**config.mk**
```make
export PLATFORM = sky130hd
export DESIGN_NAME = igb_gate_seq
export DESIGN_NICKNAME = d
export VERILOG_FILES = /design/src/pkg/igb_pkg.sv /design/src/design/igb_gate_seq.sv
export SDC_FILE = /design/constraint.sdc
export NUM_CORES = 1
export LEC_CHECK = 0
export BUFFER_PORTS_ARGS = -buffer_cell sky130_fd_sc_hd__buf_4
export CAP_MARGIN = 20
export CELL_PAD_IN_SITES_DETAIL_PLACEMENT = 0
export CELL_PAD_IN_SITES_GLOBAL_PLACEMENT = 1
export CORE_MARGIN = 2
export CORE_UTILIZATION = 41
export CTS_BUF_LIST = sky130_fd_sc_hd__clkbuf_16
export DETAILED_ROUTE_END_ITERATION = 7
export GPL_TIMING_DRIVEN = 0
export MAX_ROUTING_LAYER = met4
export PLACE_DENSITY_LB_ADDON = 0.1
export SETUP_SLACK_MARGIN = 0.4
export SYNTH_ARGS = -nofsm -noshare
export SYNTH_HDL_FRONTEND = slang
export SYNTH_SLANG_ARGS = --single-unit
```
**constraint.sdc**
```tcl
create_clock -name pclk -period 6.7 [get_ports pclk]
set_input_delay 0.67 -clock pclk [delete_from_list [all_inputs] [get_ports pclk]]
set_output_delay 0.67 -clock pclk [all_outputs]
set_load 0.02 [all_outputs]
```
**src/pkg/igb_pkg.sv**
```systemverilog
// Purpose: Shared constants for the intensifier gate and plate bracket block
// Assumes: pclk at 200 MHz, APB registers one aligned 32-bit word each
// Notes: Times kept in ns, rates in kHz or Hz, cycle counts derived from the clock rate
package igb_pkg;
   localparam int CLK_MHZ = 200;
   // Register byte offsets
   localparam logic [7:0] OFS_CTRL = 8'h00;
   localparam logic [7:0] OFS_DELAY = 8'h04;
   localparam logic [7:0] OFS_WIDTH = 8'h08;
   localparam logic [7:0] OFS_AUX = 8'h0c;
   localparam logic [7:0] OFS_STATUS = 8'h10;
   // Control field positions
   localparam int CTRL_GATE_MODE = 0;
   localparam int CTRL_BRACKET = 1;
   // Reset values
   localparam logic [1:0] CTRL_RST = 2'h0;
   localparam logic [15:0] DELAY_RST = 16'h0000;
   localparam logic [15:0] WIDTH_RST = 16'h0001;
   localparam logic [15:0] AUX_RST = 16'h0000;
   // Times as printed
   localparam int BRACKET_ADD_NS = 10;
   localparam int MIN_DELAY_NS = 25;
   localparam int MIN_DELAY_BR_NS = 35;
   localparam int PLATE_ON_NS = 35;
   localparam int PLATE_OFF_NS = 1000;
   localparam int T0_INSERT_NS = 12;
   localparam int RATE_FAST_KHZ = 1000;
   localparam int RATE_BR_HZ = 6250;
   // Derived cycle counts: every time and period rounds up to whole cycles
   localparam logic [15:0] BRACKET_ADD_CYC = 16'((BRACKET_ADD_NS * CLK_MHZ + 999) / 1000);
   localparam logic [15:0] MIN_DELAY_CYC = 16'((MIN_DELAY_NS * CLK_MHZ + 999) / 1000);
   localparam logic [15:0] MIN_DELAY_BR_CYC = 16'((MIN_DELAY_BR_NS * CLK_MHZ + 999) / 1000);
   localparam logic [15:0] PLATE_ON_CYC = 16'((PLATE_ON_NS * CLK_MHZ + 999) / 1000);
   localparam logic [15:0] PLATE_OFF_CYC = 16'((PLATE_OFF_NS * CLK_MHZ + 999) / 1000);
   localparam logic [15:0] T0_CYC = 16'((T0_INSERT_NS * CLK_MHZ + 999) / 1000);
   localparam logic [15:0] PERIOD_FAST_CYC = 16'((CLK_MHZ * 1000 + RATE_FAST_KHZ - 1) / RATE_FAST_KHZ);
   // Bracket period exceeds 4096 cycles, so the top module takes it as a parameter
   localparam int PERIOD_BR_CYC = (CLK_MHZ * 1000000 + RATE_BR_HZ - 1) / RATE_BR_HZ;
   // Sequencer states, Gray from ST_IDLE to ST_HOLD; the return to ST_IDLE flips three bits
   typedef enum logic [2:0] {
      ST_IDLE = 3'b000,
      ST_DELAY = 3'b001,
      ST_GATE = 3'b011,
      ST_TAIL = 3'b010,
      ST_READ = 3'b110,
      ST_HOLD = 3'b111
   } igb_state_type;
endpackage : igb_pkg

```
**src/design/igb_gate_seq.sv**
```systemverilog
// Purpose: Trigger-driven gate ensemble, plate bracketing and readout interlock
// Assumes: Inputs synchronous to pclk; APB slave with one wait state
// Notes: One elapsed-time counter, run from the trigger edge and restarted at the gate stop
//    Readout is interlocked at trigger time; a busy readout refuses the trigger
//    Bracket timing comes from constants, the host only turns it on or off

// Summary of operation
// Gate mode uses internal sync timing only
// Start one readout after each ensemble
// Hold readout while generator is busy
// No photocathode pulse during readout
// Host zeroes exposure, disables cleans, shutter open
// Ensemble: start, stop, at least one aux
// Bracketing keeps plate off outside gate interval
// Plate on before gate, off after it
// Bracketing adds 10 ns gate delay
// Minimum delay 25 ns, 35 ns bracketed
// Repetition 6.25 kHz bracketed, 1 MHz otherwise
// Plate on 35 ns early, 1 us after
// Host avoids bracketing under 35 ns delay
// Time zero about 12 ns after trigger
// Bracketed gate no earlier than 35 ns
// Host enables bracketing by explicit selection
// No bracketing with third-generation intensifier
// Photocathode on only during gate pulse
// Safe mode holds photocathode off
// Overlight alarm disables photocathode
// Gate opens on start, closes on stop
module igb_gate_seq #(
   parameter int PERIOD_BR = igb_pkg::PERIOD_BR_CYC
) (
   // Clock and reset
   input wire logic pclk,
   input wire logic presetn,
   // APB slave
   input wire logic psel,
   input wire logic penable,
   input wire logic pwrite,
   input wire logic [7:0] paddr,
   input wire logic [31:0] pwdata,
   output logic [31:0] prdata,
   output logic pready,
   output logic pslverr,
   // Trigger and status inputs
   input wire logic trigger_in,
   input wire logic overlight_alarm,
   input wire logic gen3_fitted,
   input wire logic readout_busy,
   // Intensifier drives
   output logic photocathode_gate,
   output logic microchannel_plate,
   output logic time_zero_marker,
   // Ensemble pulses and readout handshake
   output logic gate_start,
   output logic gate_stop,
   output logic aux_pulse,
   output logic generator_busy,
   output logic readout_start
);
   import igb_pkg::*;
   // Everything below runs on pclk with the one asynchronous reset

   // Larger of two counts
   // Shared by every clamp to a minimum value
   function automatic logic [15:0] max16(input logic [15:0] a, input logic [15:0] b);
      max16 = (a > b) ? a : b;
   endfunction : max16

   // Software registers
   logic [1:0] ctrl;
   logic [15:0] delay;
   logic [15:0] width;
   logic [15:0] aux;
   // Sequencer state
   igb_state_type state;
   igb_state_type next_state;
   logic [15:0] cnt;
   logic [15:0] next_cnt;
   // Previous trigger sample for edge detection
   logic trig_prev;
   // One aux pulse per ensemble
   logic aux_done;
   // Gate level before the safety masks
   logic gate_q;
   logic next_gate;
   logic next_plate;

   // Bus decode
   // First access cycle; the registered pready blocks a second take
   wire acc = psel && penable && !pready;
   // Writes land only on the edge that completes the transfer
   wire wr = psel && penable && pready && pwrite;
   // One address compare per register
   wire hit_ctrl = (paddr == OFS_CTRL);
   wire hit_delay = (paddr == OFS_DELAY);
   wire hit_width = (paddr == OFS_WIDTH);
   wire hit_aux = (paddr == OFS_AUX);
   wire hit_stat = (paddr == OFS_STATUS);
   // Anything else answers with an error
   wire mapped = hit_ctrl | hit_delay | hit_width | hit_aux | hit_stat;

   // Mode decode; a third-generation tube never sees bracketing
   wire gate_mode = ctrl[CTRL_GATE_MODE];
   wire bracket = ctrl[CTRL_BRACKET] && !gen3_fitted;
   // Photocathode allowed only in gate mode without alarm
   wire pc_allow = gate_mode && !overlight_alarm;

   // Effective gate delay: clamp to minimum, add bracket insertion
   wire [15:0] min_dly = bracket ? MIN_DELAY_BR_CYC : MIN_DELAY_CYC;
   wire [15:0] add_dly = bracket ? BRACKET_ADD_CYC : 16'h0000;
   wire [15:0] base_dly = max16(delay, MIN_DELAY_CYC);
   wire [15:0] eff_dly = max16(16'(base_dly + add_dly), min_dly);
   // Width never shorter than one cycle
   wire [15:0] eff_wid = max16(width, 16'h0001);
   // Stop point counts on from the start point
   wire [15:0] stop_at = 16'(eff_dly + eff_wid);
   // Plate opens a fixed lead ahead of the gate
   wire [15:0] plate_at = 16'(eff_dly - PLATE_ON_CYC);
   // Repetition spacing counted on from the gate stop
   wire [15:0] period = bracket ? 16'(PERIOD_BR) : PERIOD_FAST_CYC;
   // Time zero insertion only in bracket mode
   wire [15:0] t0_at = bracket ? T0_CYC : 16'h0000;

   // Trigger edge; ignored outside gate mode or during readout
   wire trig_edge = trigger_in && !trig_prev;
   wire start_ok = trig_edge && gate_mode && !readout_busy;
   // Start point, only while counting the delay
   wire hit_start = (state == ST_DELAY) && (cnt == eff_dly);
   // Stop point, only while the gate is open
   wire hit_stop = (state == ST_GATE) && (cnt == stop_at);
   // Aux at its delay, or forced with the stop so an ensemble never lacks it
   wire hit_aux_n = (state == ST_DELAY || state == ST_GATE) && !aux_done &&
                    ((cnt == aux) || hit_stop);

   // Sequencer next state
   always_comb begin
      next_state = state;
      next_cnt = 16'(cnt + 16'h0001);
      next_gate = gate_q;
      next_plate = microchannel_plate;
      case (state)
         ST_IDLE: begin
            // Waiting for an accepted trigger, gate and bracketed plate off
            next_cnt = 16'h0000;
            next_gate = 1'b0;
            next_plate = 1'b0;
            if (start_ok) begin
               next_state = ST_DELAY;
            end
         end
         ST_DELAY: begin
            // Plate lead ahead of the gate
            if (bracket && cnt == plate_at) begin
               next_plate = 1'b1;
            end
            if (hit_start) begin
               next_gate = 1'b1;
               next_state = ST_GATE;
            end
         end
         ST_GATE: begin
            // Gate open until the stop point
            if (hit_stop) begin
               next_gate = 1'b0;
               next_cnt = 16'h0000;
               next_state = ST_TAIL;
            end
         end
         ST_TAIL: begin
            // Plate stays up for the fall time after the gate
            if (!bracket || cnt >= PLATE_OFF_CYC) begin
               next_plate = 1'b0;
               next_state = ST_READ;
            end
         end
         ST_READ: begin
            // Ensemble finished; readout launched once
            next_state = ST_HOLD;
         end
         ST_HOLD: begin
            // Spacing counted past trigger plus ensemble keeps rate capped
            if (cnt >= period) begin
               next_state = ST_IDLE;
            end
         end
         default: begin
            // Unused code falls back to idle with drives off
            next_state = ST_IDLE;
            next_gate = 1'b0;
            next_plate = 1'b0;
         end
      endcase
   end

   // Sequencer registers
   always_ff @(posedge pclk or negedge presetn) begin
      if (!presetn) begin
         // Idle with the count cleared
         state <= ST_IDLE;
         cnt <= 16'h0000;
         trig_prev <= 1'b0;
         gate_q <= 1'b0;
         aux_done <= 1'b0;
      end else begin
         state <= next_state;
         cnt <= next_cnt;
         trig_prev <= trigger_in;
         gate_q <= next_gate;
         aux_done <= (state == ST_IDLE) ? 1'b0 : (aux_done | hit_aux_n);
      end
   end

   // Intensifier outputs; photocathode follows gate only when allowed
   always_ff @(posedge pclk or negedge presetn) begin
      if (!presetn) begin
         // Both biases off while in reset
         photocathode_gate <= 1'b0;
         microchannel_plate <= 1'b0;
         time_zero_marker <= 1'b0;
      end else begin
         photocathode_gate <= next_gate && pc_allow;
         // Without bracketing the plate simply follows the gate mode
         microchannel_plate <= bracket ? next_plate : gate_mode;
         // Marker pulse placed in the delay count
         time_zero_marker <= (state == ST_DELAY) && (cnt == t0_at);
      end
   end

   // Ensemble pulses and readout interlock
   always_ff @(posedge pclk or negedge presetn) begin
      if (!presetn) begin
         // No pulses and no busy while in reset
         gate_start <= 1'b0;
         gate_stop <= 1'b0;
         aux_pulse <= 1'b0;
         generator_busy <= 1'b0;
         readout_start <= 1'b0;
      end else begin
         gate_start <= hit_start;
         gate_stop <= hit_stop;
         aux_pulse <= hit_aux_n;
         // Busy covers the whole ensemble so readout waits for it
         generator_busy <= (next_state == ST_DELAY) || (next_state == ST_GATE) ||
                           (next_state == ST_TAIL);
         // One pulse per finished ensemble
         readout_start <= (state == ST_READ);
      end
   end

   // Register writes
   always_ff @(posedge pclk or negedge presetn) begin
      if (!presetn) begin
         // Safe mode and shortest timing after reset
         ctrl <= CTRL_RST;
         delay <= DELAY_RST;
         width <= WIDTH_RST;
         aux <= AUX_RST;
      end else begin
         // Mode bits; upper bits of the word are dropped
         if (wr && hit_ctrl) begin
            ctrl <= pwdata[1:0];
         end
         // Gate delay in cycles, clamped on use
         if (wr && hit_delay) begin
            delay <= pwdata[15:0];
         end
         // Gate width in cycles, clamped on use
         if (wr && hit_width) begin
            width <= pwdata[15:0];
         end
         // Aux offset in cycles from the trigger
         if (wr && hit_aux) begin
            aux <= pwdata[15:0];
         end
      end
   end

   // Read mux; status shows live sequencer state
   // Unused upper bits read as zero
   wire [31:0] status = {24'h0000_00, state, overlight_alarm, gen3_fitted, bracket,
                         readout_busy, generator_busy};
   wire [31:0] rd_mux = hit_ctrl ? {30'h0000_0000, ctrl} :
                        hit_delay ? {16'h0000, delay} :
                        hit_width ? {16'h0000, width} :
                        hit_aux ? {16'h0000, aux} :
                        hit_stat ? status : 32'h0000_0000;

   // APB answer one cycle into the access phase
   always_ff @(posedge pclk or negedge presetn) begin
      if (!presetn) begin
         // Bus quiet while in reset
         pready <= 1'b0;
         pslverr <= 1'b0;
         prdata <= 32'h0000_0000;
      end else begin
         pready <= acc;
         // Error only for unmapped addresses
         pslverr <= acc && !mapped;
         // Read data stands only with pready, zero otherwise
         prdata <= (acc && !pwrite) ? rd_mux : 32'h0000_0000;
      end
   end
endmodule : igb_gate_seq

```
======== After elaboration in Yosys (flattened, before gate mapping) ========
Index checks and enable logic that the tools add are counted.
cells by class
  $add $sub $neg .......................... 4
  multipliers ............................. 0
  div/mod/pow operators ................... 0
  order comparisons ....................... 5
  equality and inequality tests ........... 20
  shift operators ......................... 0
  mux-type cells .......................... 29
  bitwise gates (word level) .............. 5
  reduce and logical (&&, ||, !) cells .... 41
operators with widths
  cell                                                                                   count
  16-bit 2-to-1 mux                                                                      9
  16-bit == test                                                                         4
  16-bit one-hot mux with 2 select lines                                                 1
  1-bit logical AND                                                                      22
  3-bit one-hot mux with 6 select lines                                                  1
  16-bit by 1-bit adder with 16-bit output (second input constant)                       1
  16-bit adder                                                                           1
  16-bit by 2-bit adder with 16-bit output                                               1
  16-bit by 2-bit == test with 1-bit output                                              1
  8-bit by 4-bit == test with 1-bit output (second input constant)                       2
  16-bit by 15-bit greater-or-equal comparator with 1-bit output                         1
  16-bit by 8-bit greater-or-equal comparator with 1-bit output (second input constant)  1
  16-bit by 1-bit greater-than comparator with 1-bit output (second input constant)      1
  16-bit by 3-bit greater-than comparator with 1-bit output                              1
  16-bit by 3-bit greater-than comparator with 1-bit output (second input constant)      1
  16-bit by 3-bit subtractor with 16-bit output (second input constant)                  1
  15-bit 2-to-1 mux                                                                      1
  3-bit 2-to-1 mux                                                                       5
  3-bit by 2-bit == test with 1-bit output (second input constant)                       4
  1-bit zero test                                                                        9
  8-bit by 3-bit == test with 1-bit output (second input constant)                       1
  8-bit by 5-bit == test with 1-bit output (second input constant)                       1
  8-bit zero test                                                                        1
  8-bit 2-to-1 mux                                                                       1
  12 further kinds                                                                       32
word-level totals
  flip-flop bits (word level) ............. 98
  bits in latches ......................... 0
  memory bits (writable) .................. 0
  ROM bits ................................ 0
  input bits .............................. 49
  output and inout port bits .............. 42
  word-level logic and storage cells ...... 124
  memories kept ........................... 0

======== Logic depth before layout (Yosys ltp) ========
Gate-level depths: netlist of the first run.
  depth after elaboration ................. 14
  gate-level depth with buffers ........... 25
  depth with buffers taken out ............ 23

======== Worst setup path before layout of the first run ========
No wires, ideal clock.
  kind .................................... reg2reg
  start ................................... register delay[4]
  end ..................................... register state[0]
  library setup time ...................... 0.132 ns
  data arrival time ....................... 6.185 ns
  required time ........................... 6.568 ns
  slack ................................... 0.383 ns
  cell stages (with the launch flop) ...... 26
  buffers on the path ..................... 3
  period minus slack after synthesis ...... 6.317 ns
  cells stage by stage .................... dfrtp_1 -> buf_2 -> or3_1 -> nor4_1 -> nor2b_1 -> ha_1 -> ha_1 -> buf_2 -> nand4_1 -> nor3_1 -> or2_2 -> a221oi_4 -> nand3_1 -> nand2_1 -> o21ai_0 -> fa_1 -> a21oi_1 -> o21bai_1 -> a32oi_1 -> nor3_1 -> o31ai_1 -> nand4b_1 -> or4bb_1 -> nor4_2 -> buf_2 -> o211ai_1
on the way
  word-level cells in the longest chain between the ends .. 10
  elaborated cells between the ends (all ways) .. 13
  classes of those cells .................. add/sub: 2; order compare: 2; eq/ne: 2; mux: 5; reduce/logical: 2
RTL lines
  item                                                       RTL line             source
  from (decl)                                                igb_gate_seq.sv:71   logic [15:0] delay;
  from (signal assigned)                                     igb_gate_seq.sv:265  delay <= pwdata[15:0];
  16-bit by 3-bit greater-than comparator with 1-bit output  igb_gate_seq.sv:66   max16 = (a > b) ? a : b;
  16-bit 2-to-1 mux *                                        igb_gate_seq.sv:66
  16-bit by 2-bit adder with 16-bit output *                 igb_gate_seq.sv:112  wire [15:0] eff_dly = max16(16'(base_dly + add_dly), min_dly);
  16-bit by 3-bit greater-than comparator with 1-bit output  igb_gate_seq.sv:66
  16-bit 2-to-1 mux *                                        igb_gate_seq.sv:66
  16-bit adder                                               igb_gate_seq.sv:116  wire [15:0] stop_at = 16'(eff_dly + eff_wid);
  16-bit == test                                             igb_gate_seq.sv:130  wire hit_stop = (state == ST_GATE) && (cnt == stop_at);
  1-bit logical AND                                          igb_gate_seq.sv:130
  3-bit 2-to-1 mux                                           igb_gate_seq.sv:163  if (hit_stop) begin
  3-bit one-hot mux with 6 select lines *                    igb_gate_seq.sv:141  case (state)
  net next_state[0]                                          igb_gate_seq.sv:76   igb_state_type next_state;
  to (signal assigned)                                       igb_gate_seq.sv:205  state <= next_state;
  to (decl)                                                  igb_gate_seq.sv:75   igb_state_type state;
The timed path passes the listed nets; every way through them passes the cells marked *.
A chain may end at the register's enable or synchronous reset.

======== Worst setup path in the final report of the first run ========
  start ................................... register delay[8]
  end ..................................... register cnt[5]
on the way
  word-level cells in the longest chain between the ends .. 10
RTL lines
  item                                                       RTL line             source
  16-bit by 3-bit greater-than comparator with 1-bit output  igb_gate_seq.sv:66
  16-bit 2-to-1 mux *                                        igb_gate_seq.sv:66
  16-bit by 2-bit adder with 16-bit output *                 igb_gate_seq.sv:112
  16-bit by 3-bit greater-than comparator with 1-bit output  igb_gate_seq.sv:66
  16-bit 2-to-1 mux *                                        igb_gate_seq.sv:66
  16-bit adder *                                             igb_gate_seq.sv:116
  16-bit == test *                                           igb_gate_seq.sv:130
  1-bit logical AND *                                        igb_gate_seq.sv:130
  16-bit 2-to-1 mux *                                        igb_gate_seq.sv:163
  16-bit one-hot mux with 2 select lines *                   igb_gate_seq.sv:141
  net next_cnt[5]                                            igb_gate_seq.sv:78   logic [15:0] next_cnt;
  to (signal assigned)                                       igb_gate_seq.sv:206  cnt <= next_cnt;
  to (decl)                                                  igb_gate_seq.sv:77   logic [15:0] cnt;
Marked as above.

==> results of run 1 <==
[worst max path at each step]
stage                      startpoint        to  slack, ns  cells after the start
final                        delay[8]    cnt[5]       0.41                     24
after detailed placement  gen3_fitted    cnt[0]      -1.51                     25
after floorplan              delay[4]  state[0]       0.51                     25
after CTS                   delay[12]   cnt[13]       0.40                     24
after global routing         delay[8]   cnt[12]       0.25                     24
after global placement    gen3_fitted    cnt[0]      -1.47                     25
[cells in the final DEF, fill, tap and decap left out, types with 11 or more instances in the layout]
| cell type | n |
|---|---|
| a21oi_1 | 23 |
| buf_4 | 108 |
| clkbuf_1 | 47 |
| conb_1 | 16 |
| dfrtp_1 | 92 |
| ha_1 | 26 |
| inv_1 | 17 |
| mux2_2 | 57 |
| nand2_1 | 50 |
| nand2b_1 | 14 |
| nand3_1 | 26 |
| nand4_1 | 12 |
| nor2_1 | 63 |
| nor3_1 | 26 |
| nor4_1 | 13 |
| o21a_1 | 11 |
| o21ai_0 | 26 |
| or3_1 | 11 |
| xnor2_1 | 37 |
| xor2_1 | 39 |
[state kept, by name (all words and copies together), names as in the netlist, 2 cells and up]
register and cells:
prdata 16, ctrl 2, cnt 16, state 3, delay 16, aux 16
width 16
[timing repair]
action / in CTS / in global routing
setup buffers: 18 / 14
setup endpoints to repair: 23 / 22
gates resized for setup: 54 / 45
pin swaps: 21 / 28
cloned: 2 / 0
[power breakdown]
part | internal (mW) | switching, mW
logic | 0.0353 | 0.0500
registers | 0.593 | 0.00237
clock network | 0.266 | 0.264
total | 0.894 | 0.317
[area by class of cell]
cell class / count / area (um2)
multi-input cells: 636 / 4930
repair buffers: 94 / 757
clock inverters: 7 / 75.1
inverters: 18 / 70.1
plain buffers: 79 / 432
diodes: 1 / 2.50
fillers: 1657 / 8660
well taps: 229 / 287
clock buffers: 9 / 225
flip-flops and latches: 98 / 2460
[worst max-delay path, delay by kind of cell (launching register included)]
kind	cells	cell delay [ns]
compound gates	4	1.36
fa+ha+maj	3	0.79
xor+xnor	1	0.15
flops	1	0.39
buf+inv	5	0.82
simple gates	11	2.61
[stage by stage]
step | hold WS, ns | utilization, %
final | 0.274 | 51.6
after global routing | 0.309 | 51.6
after CTS | 0.297 | 50.2
after detailed placement | 0.490 | 46.4
after global placement | 0.467 | 46.2
after floorplan | 0.374 | -
[layer usage]
metal / wire length [um] / GRT usage [%]
met5: 0 / -
met4: 830 / 9.04
met3: 1350 / 3.94
met2: 12500 / 44.4
met1: 11500 / 35.5
[kinds of logic after synthesis]
family,share of synthesized area (%)
buffers and inverters,5.79
adder cells (fa/ha/maj),5.12
XOR/XNOR,11.5
flip-flops,32.8
AO/OA/AOI/OAI,14.5
AND/OR/NAND/NOR,21.0
multiplexers,9.25
other,0.0501
==> flow_summary.yaml, run 1 <==
outcome:
  outcome: "finished clean"
critical_path:
  cp-end-kind: "flop"
  regToRegEndpoint: "cnt[5]"
  slowest_delay_ns: 0.56
  start_kind: "flop"
  arrival_ns: 6.49
  worstPathCellList: "buf_6 -> or3_4 -> nor4_4 -> or2_4 -> ha_4 -> buf_6 -> nand4_1 -> buf_4 -> a2111o_1 -> a221o_2 -> o31ai_4 -> ha_2 -> fa_2 -> xnor2_1 -> nand4_1 -> a21oi_2 -> nand3_2 -> nor4b_2 -> nand4b_1 -> or4bb_1 -> nor4_4 -> buf_6 -> buf_6 -> nor4_1"
  crit_path_top_delay_cell: "or4bb_1"
  crit_top_cell: "buf_6"
  worst_ep_required_time_ns: 6.90
  cp_max_fo: 6
  path_class: "flop to flop"
  reg2reg_slack_ns: 0.41
  reg2reg_from: "delay[8]"
  rr_worst_depth: 24
yosys:
  syn_inst: 816
  avgSynthCellArea_um2: 9.16
  synthTopCellsByArea: "dfrtp_1, mux2_2, ha_1"
  synth.most_common_cell: "dfrtp_1"
  netlist_area_um2: 7480
  ys.flop_type: "dfrtp_1"
  synth_commonest_cells: "dfrtp_1, nor2_1, mux2_2"
  ys_warn_count: 0
  seq_area_frac_synth_pct: 32.8
  ys_types: 77
  async_flop_share_pct: 100
  synth_edf_count: 0
  synth_top_area_share_pct: 32.5
  ys_ff_latch: 98
  yosysTopAreaCell: "dfrtp_1"
grt:
  antenna_found_initial: 0
  grt_overflow_total: 0
  first_global_vias: 6596
  grt_pass1_wl_mm: 39.1
  grt_max_degree: 62
  grt_usage_pct: 27.4
cells_and_area:
  final_nets: 1015
  final_cell_area_um2: 9240
  syn_to_final_growth_pct: 23.6
  drive_above_1_share_pct: 28.1
  stdcell_count: 1171
floorplanning:
  ios: 91
  initial_core_util_pct: 41.8
  die_area_um2: 19300
  die_y_um: 139
  core_region_area_um2: 17900
  placement_rows: 49
  die_w_um: 139
drt:
  antenna_left: 0
  route.vias.total: 6822
  drt-total-wl_mm: 26.1
  post-route-drc-count: 0
  wl_per_cell_um: 22.3
  avgViaCountPerCell: 5.83
  drtIter0Drc: 484
  firstDrtPassIters: 5
timing:
  finalClockSkew_ns: 0.0150
  final-setup-viol-count: 0
  tns_ns: 0
  post-route-min-period_ns: 6.29
  hold_viol: 0
  tightestPinTransition_ns: 0.851
  fmax_mhz: 159
  finalCritPeriodShare_pct: 93.9
  setup_ws_ns: 0.410
  slew_violations: 0
  slew_headroom_pct: 43.1
  rsz0062_at_grt: "yes"
placement:
  io_buffer_count: 58
  placed_cells: 1120
  place_congestion: 0.899
  hpwl_mm: 19.9
  post-place-ws_ns: -1.51
  placed_cell_area_um2: 8300
clock_tree:
  cts-hold-fix-buffers: 0
  path_clk_slew_ns: 0.08
  cts_root_buf: "clkbuf_16"
  clockBufferDepth: 2
  cts_made_buffers: 9
  cts_htree_levels: 3
  cts.sinks: 98
  cts_tree: "built"
  clk_latency_ns: 0.36
pwr:
  p_leak_nw: 4.24
  powerDensity_nw_per_um2: 131
  vdd_drop_max_mv: 0.115
  p_total_mw: 1.21
job:
  maxCapViolCount: 0
min_path:
  hold_class: "primary input to async pin"
No activity file was read; power rests on OpenSTA's default activity.
==> run 2: changes to the inputs <==
ABC_AREA = 1   (was default)
CORE_UTILIZATION = 39   (was 41)
==> run 2 against run 1 <==
  * Setup slack improved by 0.52 ns
  * Clock skew fell by 0.0044 ns
  * Critical path depth up 13
  * Combinational power rose by 6.1%
  * Cell count increased by 19%
  * Utilization decreased by 5.9 points
  * Synthesized cell count rose by 31%
  * Fmax rose by 8.9%
  * Sequential cell count stayed put
  * Sequential power about the same
  * Critical path type unchanged
  * Critical endpoint is now cnt[7]
==> flow_summary.yaml, run 2 <==
clock_tree:
  post_cts_buffers: 0
  cts.repair.resized: 0
  path_clk_slew_ns: 0.08
  cts-hold-fix-buffers: 0
  cts.sinks: 98
  clockBufferDepth: 2
  cts_tree: "built"
  clk_latency_ns: 0.36
  cts_made_buffers: 9
  cts_root_buf: "clkbuf_16"
  cts_htree_levels: 3
timing:
  tightestPinTransition_ns: 0.775
  rsz0062_at_grt: "no"
  finalCritPeriodShare_pct: 86.2
  slew_headroom_pct: 47.9
  hold_viol: 0
  whs_ns: 0.326
  slew_violations: 0
  tns_ns: 0
  final-setup-viol-count: 0
  finalClockSkew_ns: 0.0106
  fmax_mhz: 173
  post-route-min-period_ns: 5.77
floorplanning:
  core_region_area_um2: 18600
  ios: 91
  placement_rows: 50
  die_y_um: 142
  die_area_um2: 20100
  initial_core_util_pct: 39.6
  die_w_um: 142
yosys:
  netlist_area_um2: 7390
  async_flop_share_pct: 100
  yosysTopAreaCell: "dfrtp_1"
  synth_top_area_share_pct: 32.9
  ys_warn_count: 0
  avgSynthCellArea_um2: 6.93
  synth.most_common_cell: "nand2_1"
  ys_ff_latch: 98
  seq_area_frac_synth_pct: 33.2
  synthTopCellsByArea: "dfrtp_1, nand2_1, inv_1"
  ys_types: 49
  ys.flop_type: "dfrtp_1"
  synth_commonest_cells: "nand2_1, inv_1, nor2_1"
  syn_inst: 1066
  synth_edf_count: 0
pwr:
  p_total_mw: 1.23
  switchingPower_uw: 307
  pwr-share-clk_pct: 44.1
  powerDensity_nw_per_um2: 144
  seq_power_share_pct: 48.5
  p_int_uw: 921
  switching_share_pct: 25.0
  p_leak_nw: 4.41
  vdd_drop_max_mv: 0.128
  comb_power_share_pct: 7.4
critical_path:
  crit_path_top_delay_cell: "fa_1"
  worst_ep_required_time_ns: 6.93
  path_class: "flop to flop"
  slowest_delay_ns: 0.47
  cp-end-kind: "flop"
  crit_top_cell: "nand2_1"
  cp_max_fo: 10
  start_kind: "flop"
  arrival_ns: 6.01
drt:
  firstDrtPassIters: 5
  drtIter0Drc: 493
  avgViaCountPerCell: 5.14
  wl_per_cell_um: 17.4
  drt-total-wl_mm: 24.2
  post-route-drc-count: 0
  route.vias.total: 7152
  antenna_left: 0
placement:
  placed_cell_area_um2: 8200
  hpwl_mm: 19.3
  place_congestion: 0.908
  io_buffer_count: 58
  placed_cells: 1374
outcome:
  outcome: "finished clean"
grt:
  first_global_vias: 6650
  grt_pass1_wl_mm: 38.1
  grt_usage_pct: 25.8
  grt_max_degree: 52
  grt_overflow_total: 0
  antenna_found_initial: 0
cells_and_area:
  final_nets: 1231
  final_cell_area_um2: 8520
  nFillCells: 2002
  stdcell_count: 1391
  antennaDiodeCount: 0
  drive_above_1_share_pct: 12.0
  syn_to_final_growth_pct: 15.4
  final_common_cell: "nand2_1"
  most-common-layout-cells: "nand2_1, inv_1, nor2_1"
min_path:
  hold_class: "primary input to async pin"
job:
  maxCapViolCount: 0
run 2: cell types whose count changed after synthesis, moves of 43 or more:
cell	change
o21ai_0	+47
inv_1	+132
nand3_1	+43
mux2_2	-57
nand2_1	+189
nor2_1	+46
run 2: final timing paths:
kind,from,to,slack [ns],cells past startpoint
setup / recovery,delay[12],cnt[7],0.93,37
hold / removal,presetn,ctrl[0],0.33,1
setup reg to reg,delay[12],cnt[7],0.93,37
hold reg to reg,aux_done,aux_pulse,0.42,1
max in group asynchronous,presetn,delay[13],5.68,2
min in group pclk,aux_done,aux_pulse,0.42,1
run 2: through the flow:
stage / utilization [%] / setup WS, ns
6_report: 45.7 / 0.926
5_1_grt: 45.7 / 0.408
4_1_cts: 45.6 / 0.627
3_5_place_dp: 44.0 / 0.257
3_3_place_gp: 43.8 / 0.243
2_1_floorplan: - / 2.02
run 2: cells by family (layout without fill, tap and decap cells):
group	after synthesis	after routing	share of synthesized area, %
fa+ha+maj	30	30	5.18
buf+inv	211	287	11.7
other cells	1	16	0.0508
compound gates	153	153	12.1
xor+xnor	54	54	6.40
simple gates	519	519	31.3
flops	98	98	33.2
run 2: final cells by class:
cell class | count | area, um2 | share of cell area, %
Tap cell | 234 | 293 | 3.44
Inverter | 155 | 582 | 6.83
Timing Repair Buffer | 60 | 468 | 5.49
Multi-Input combinational cell | 772 | 4140 | 48.6
Buffer | 56 | 280 | 3.29
Clock inverter | 7 | 75.1 | 0.881
Sequential cell | 98 | 2450 | 28.8
Clock buffer | 9 | 225 | 2.64
run 2: per-layer routing:
| metal | part of all wire (%) | GRT usage, % | vias to the layer above |
|---|---|---|---|
| li1 | - | - | 3592 |
| met1 | 48 | 36.2 | 3330 |
| met2 | 45 | 39.7 | 206 |
| met3 | 4.9 | 3.14 | 24 |
| met4 | 1.9 | 6.95 | 0 |
| met5 | 0 | - | - |
run 2: power by group through the flow:
stage               Combinational (mW)  Clock (mW)  Sequential [mW]
finish                          0.0905       0.541            0.596
global route                     0.101       0.577            0.596
CTS                             0.0914       0.558            0.596
detailed placement              0.0911           0            0.607
global placement                0.0890           0            0.607
floorplan                       0.0458           0            0.608
run 2: critical path, delay by kind of cell (launching register included):
family / cells / cell delay (ns)
AO/OA/AOI/OAI: 2 / 0.34
buffers and inverters: 5 / 0.51
adder cells (fa/ha/maj): 3 / 0.93
AND/OR/NAND/NOR: 27 / 3.38
flip-flops: 1 / 0.45
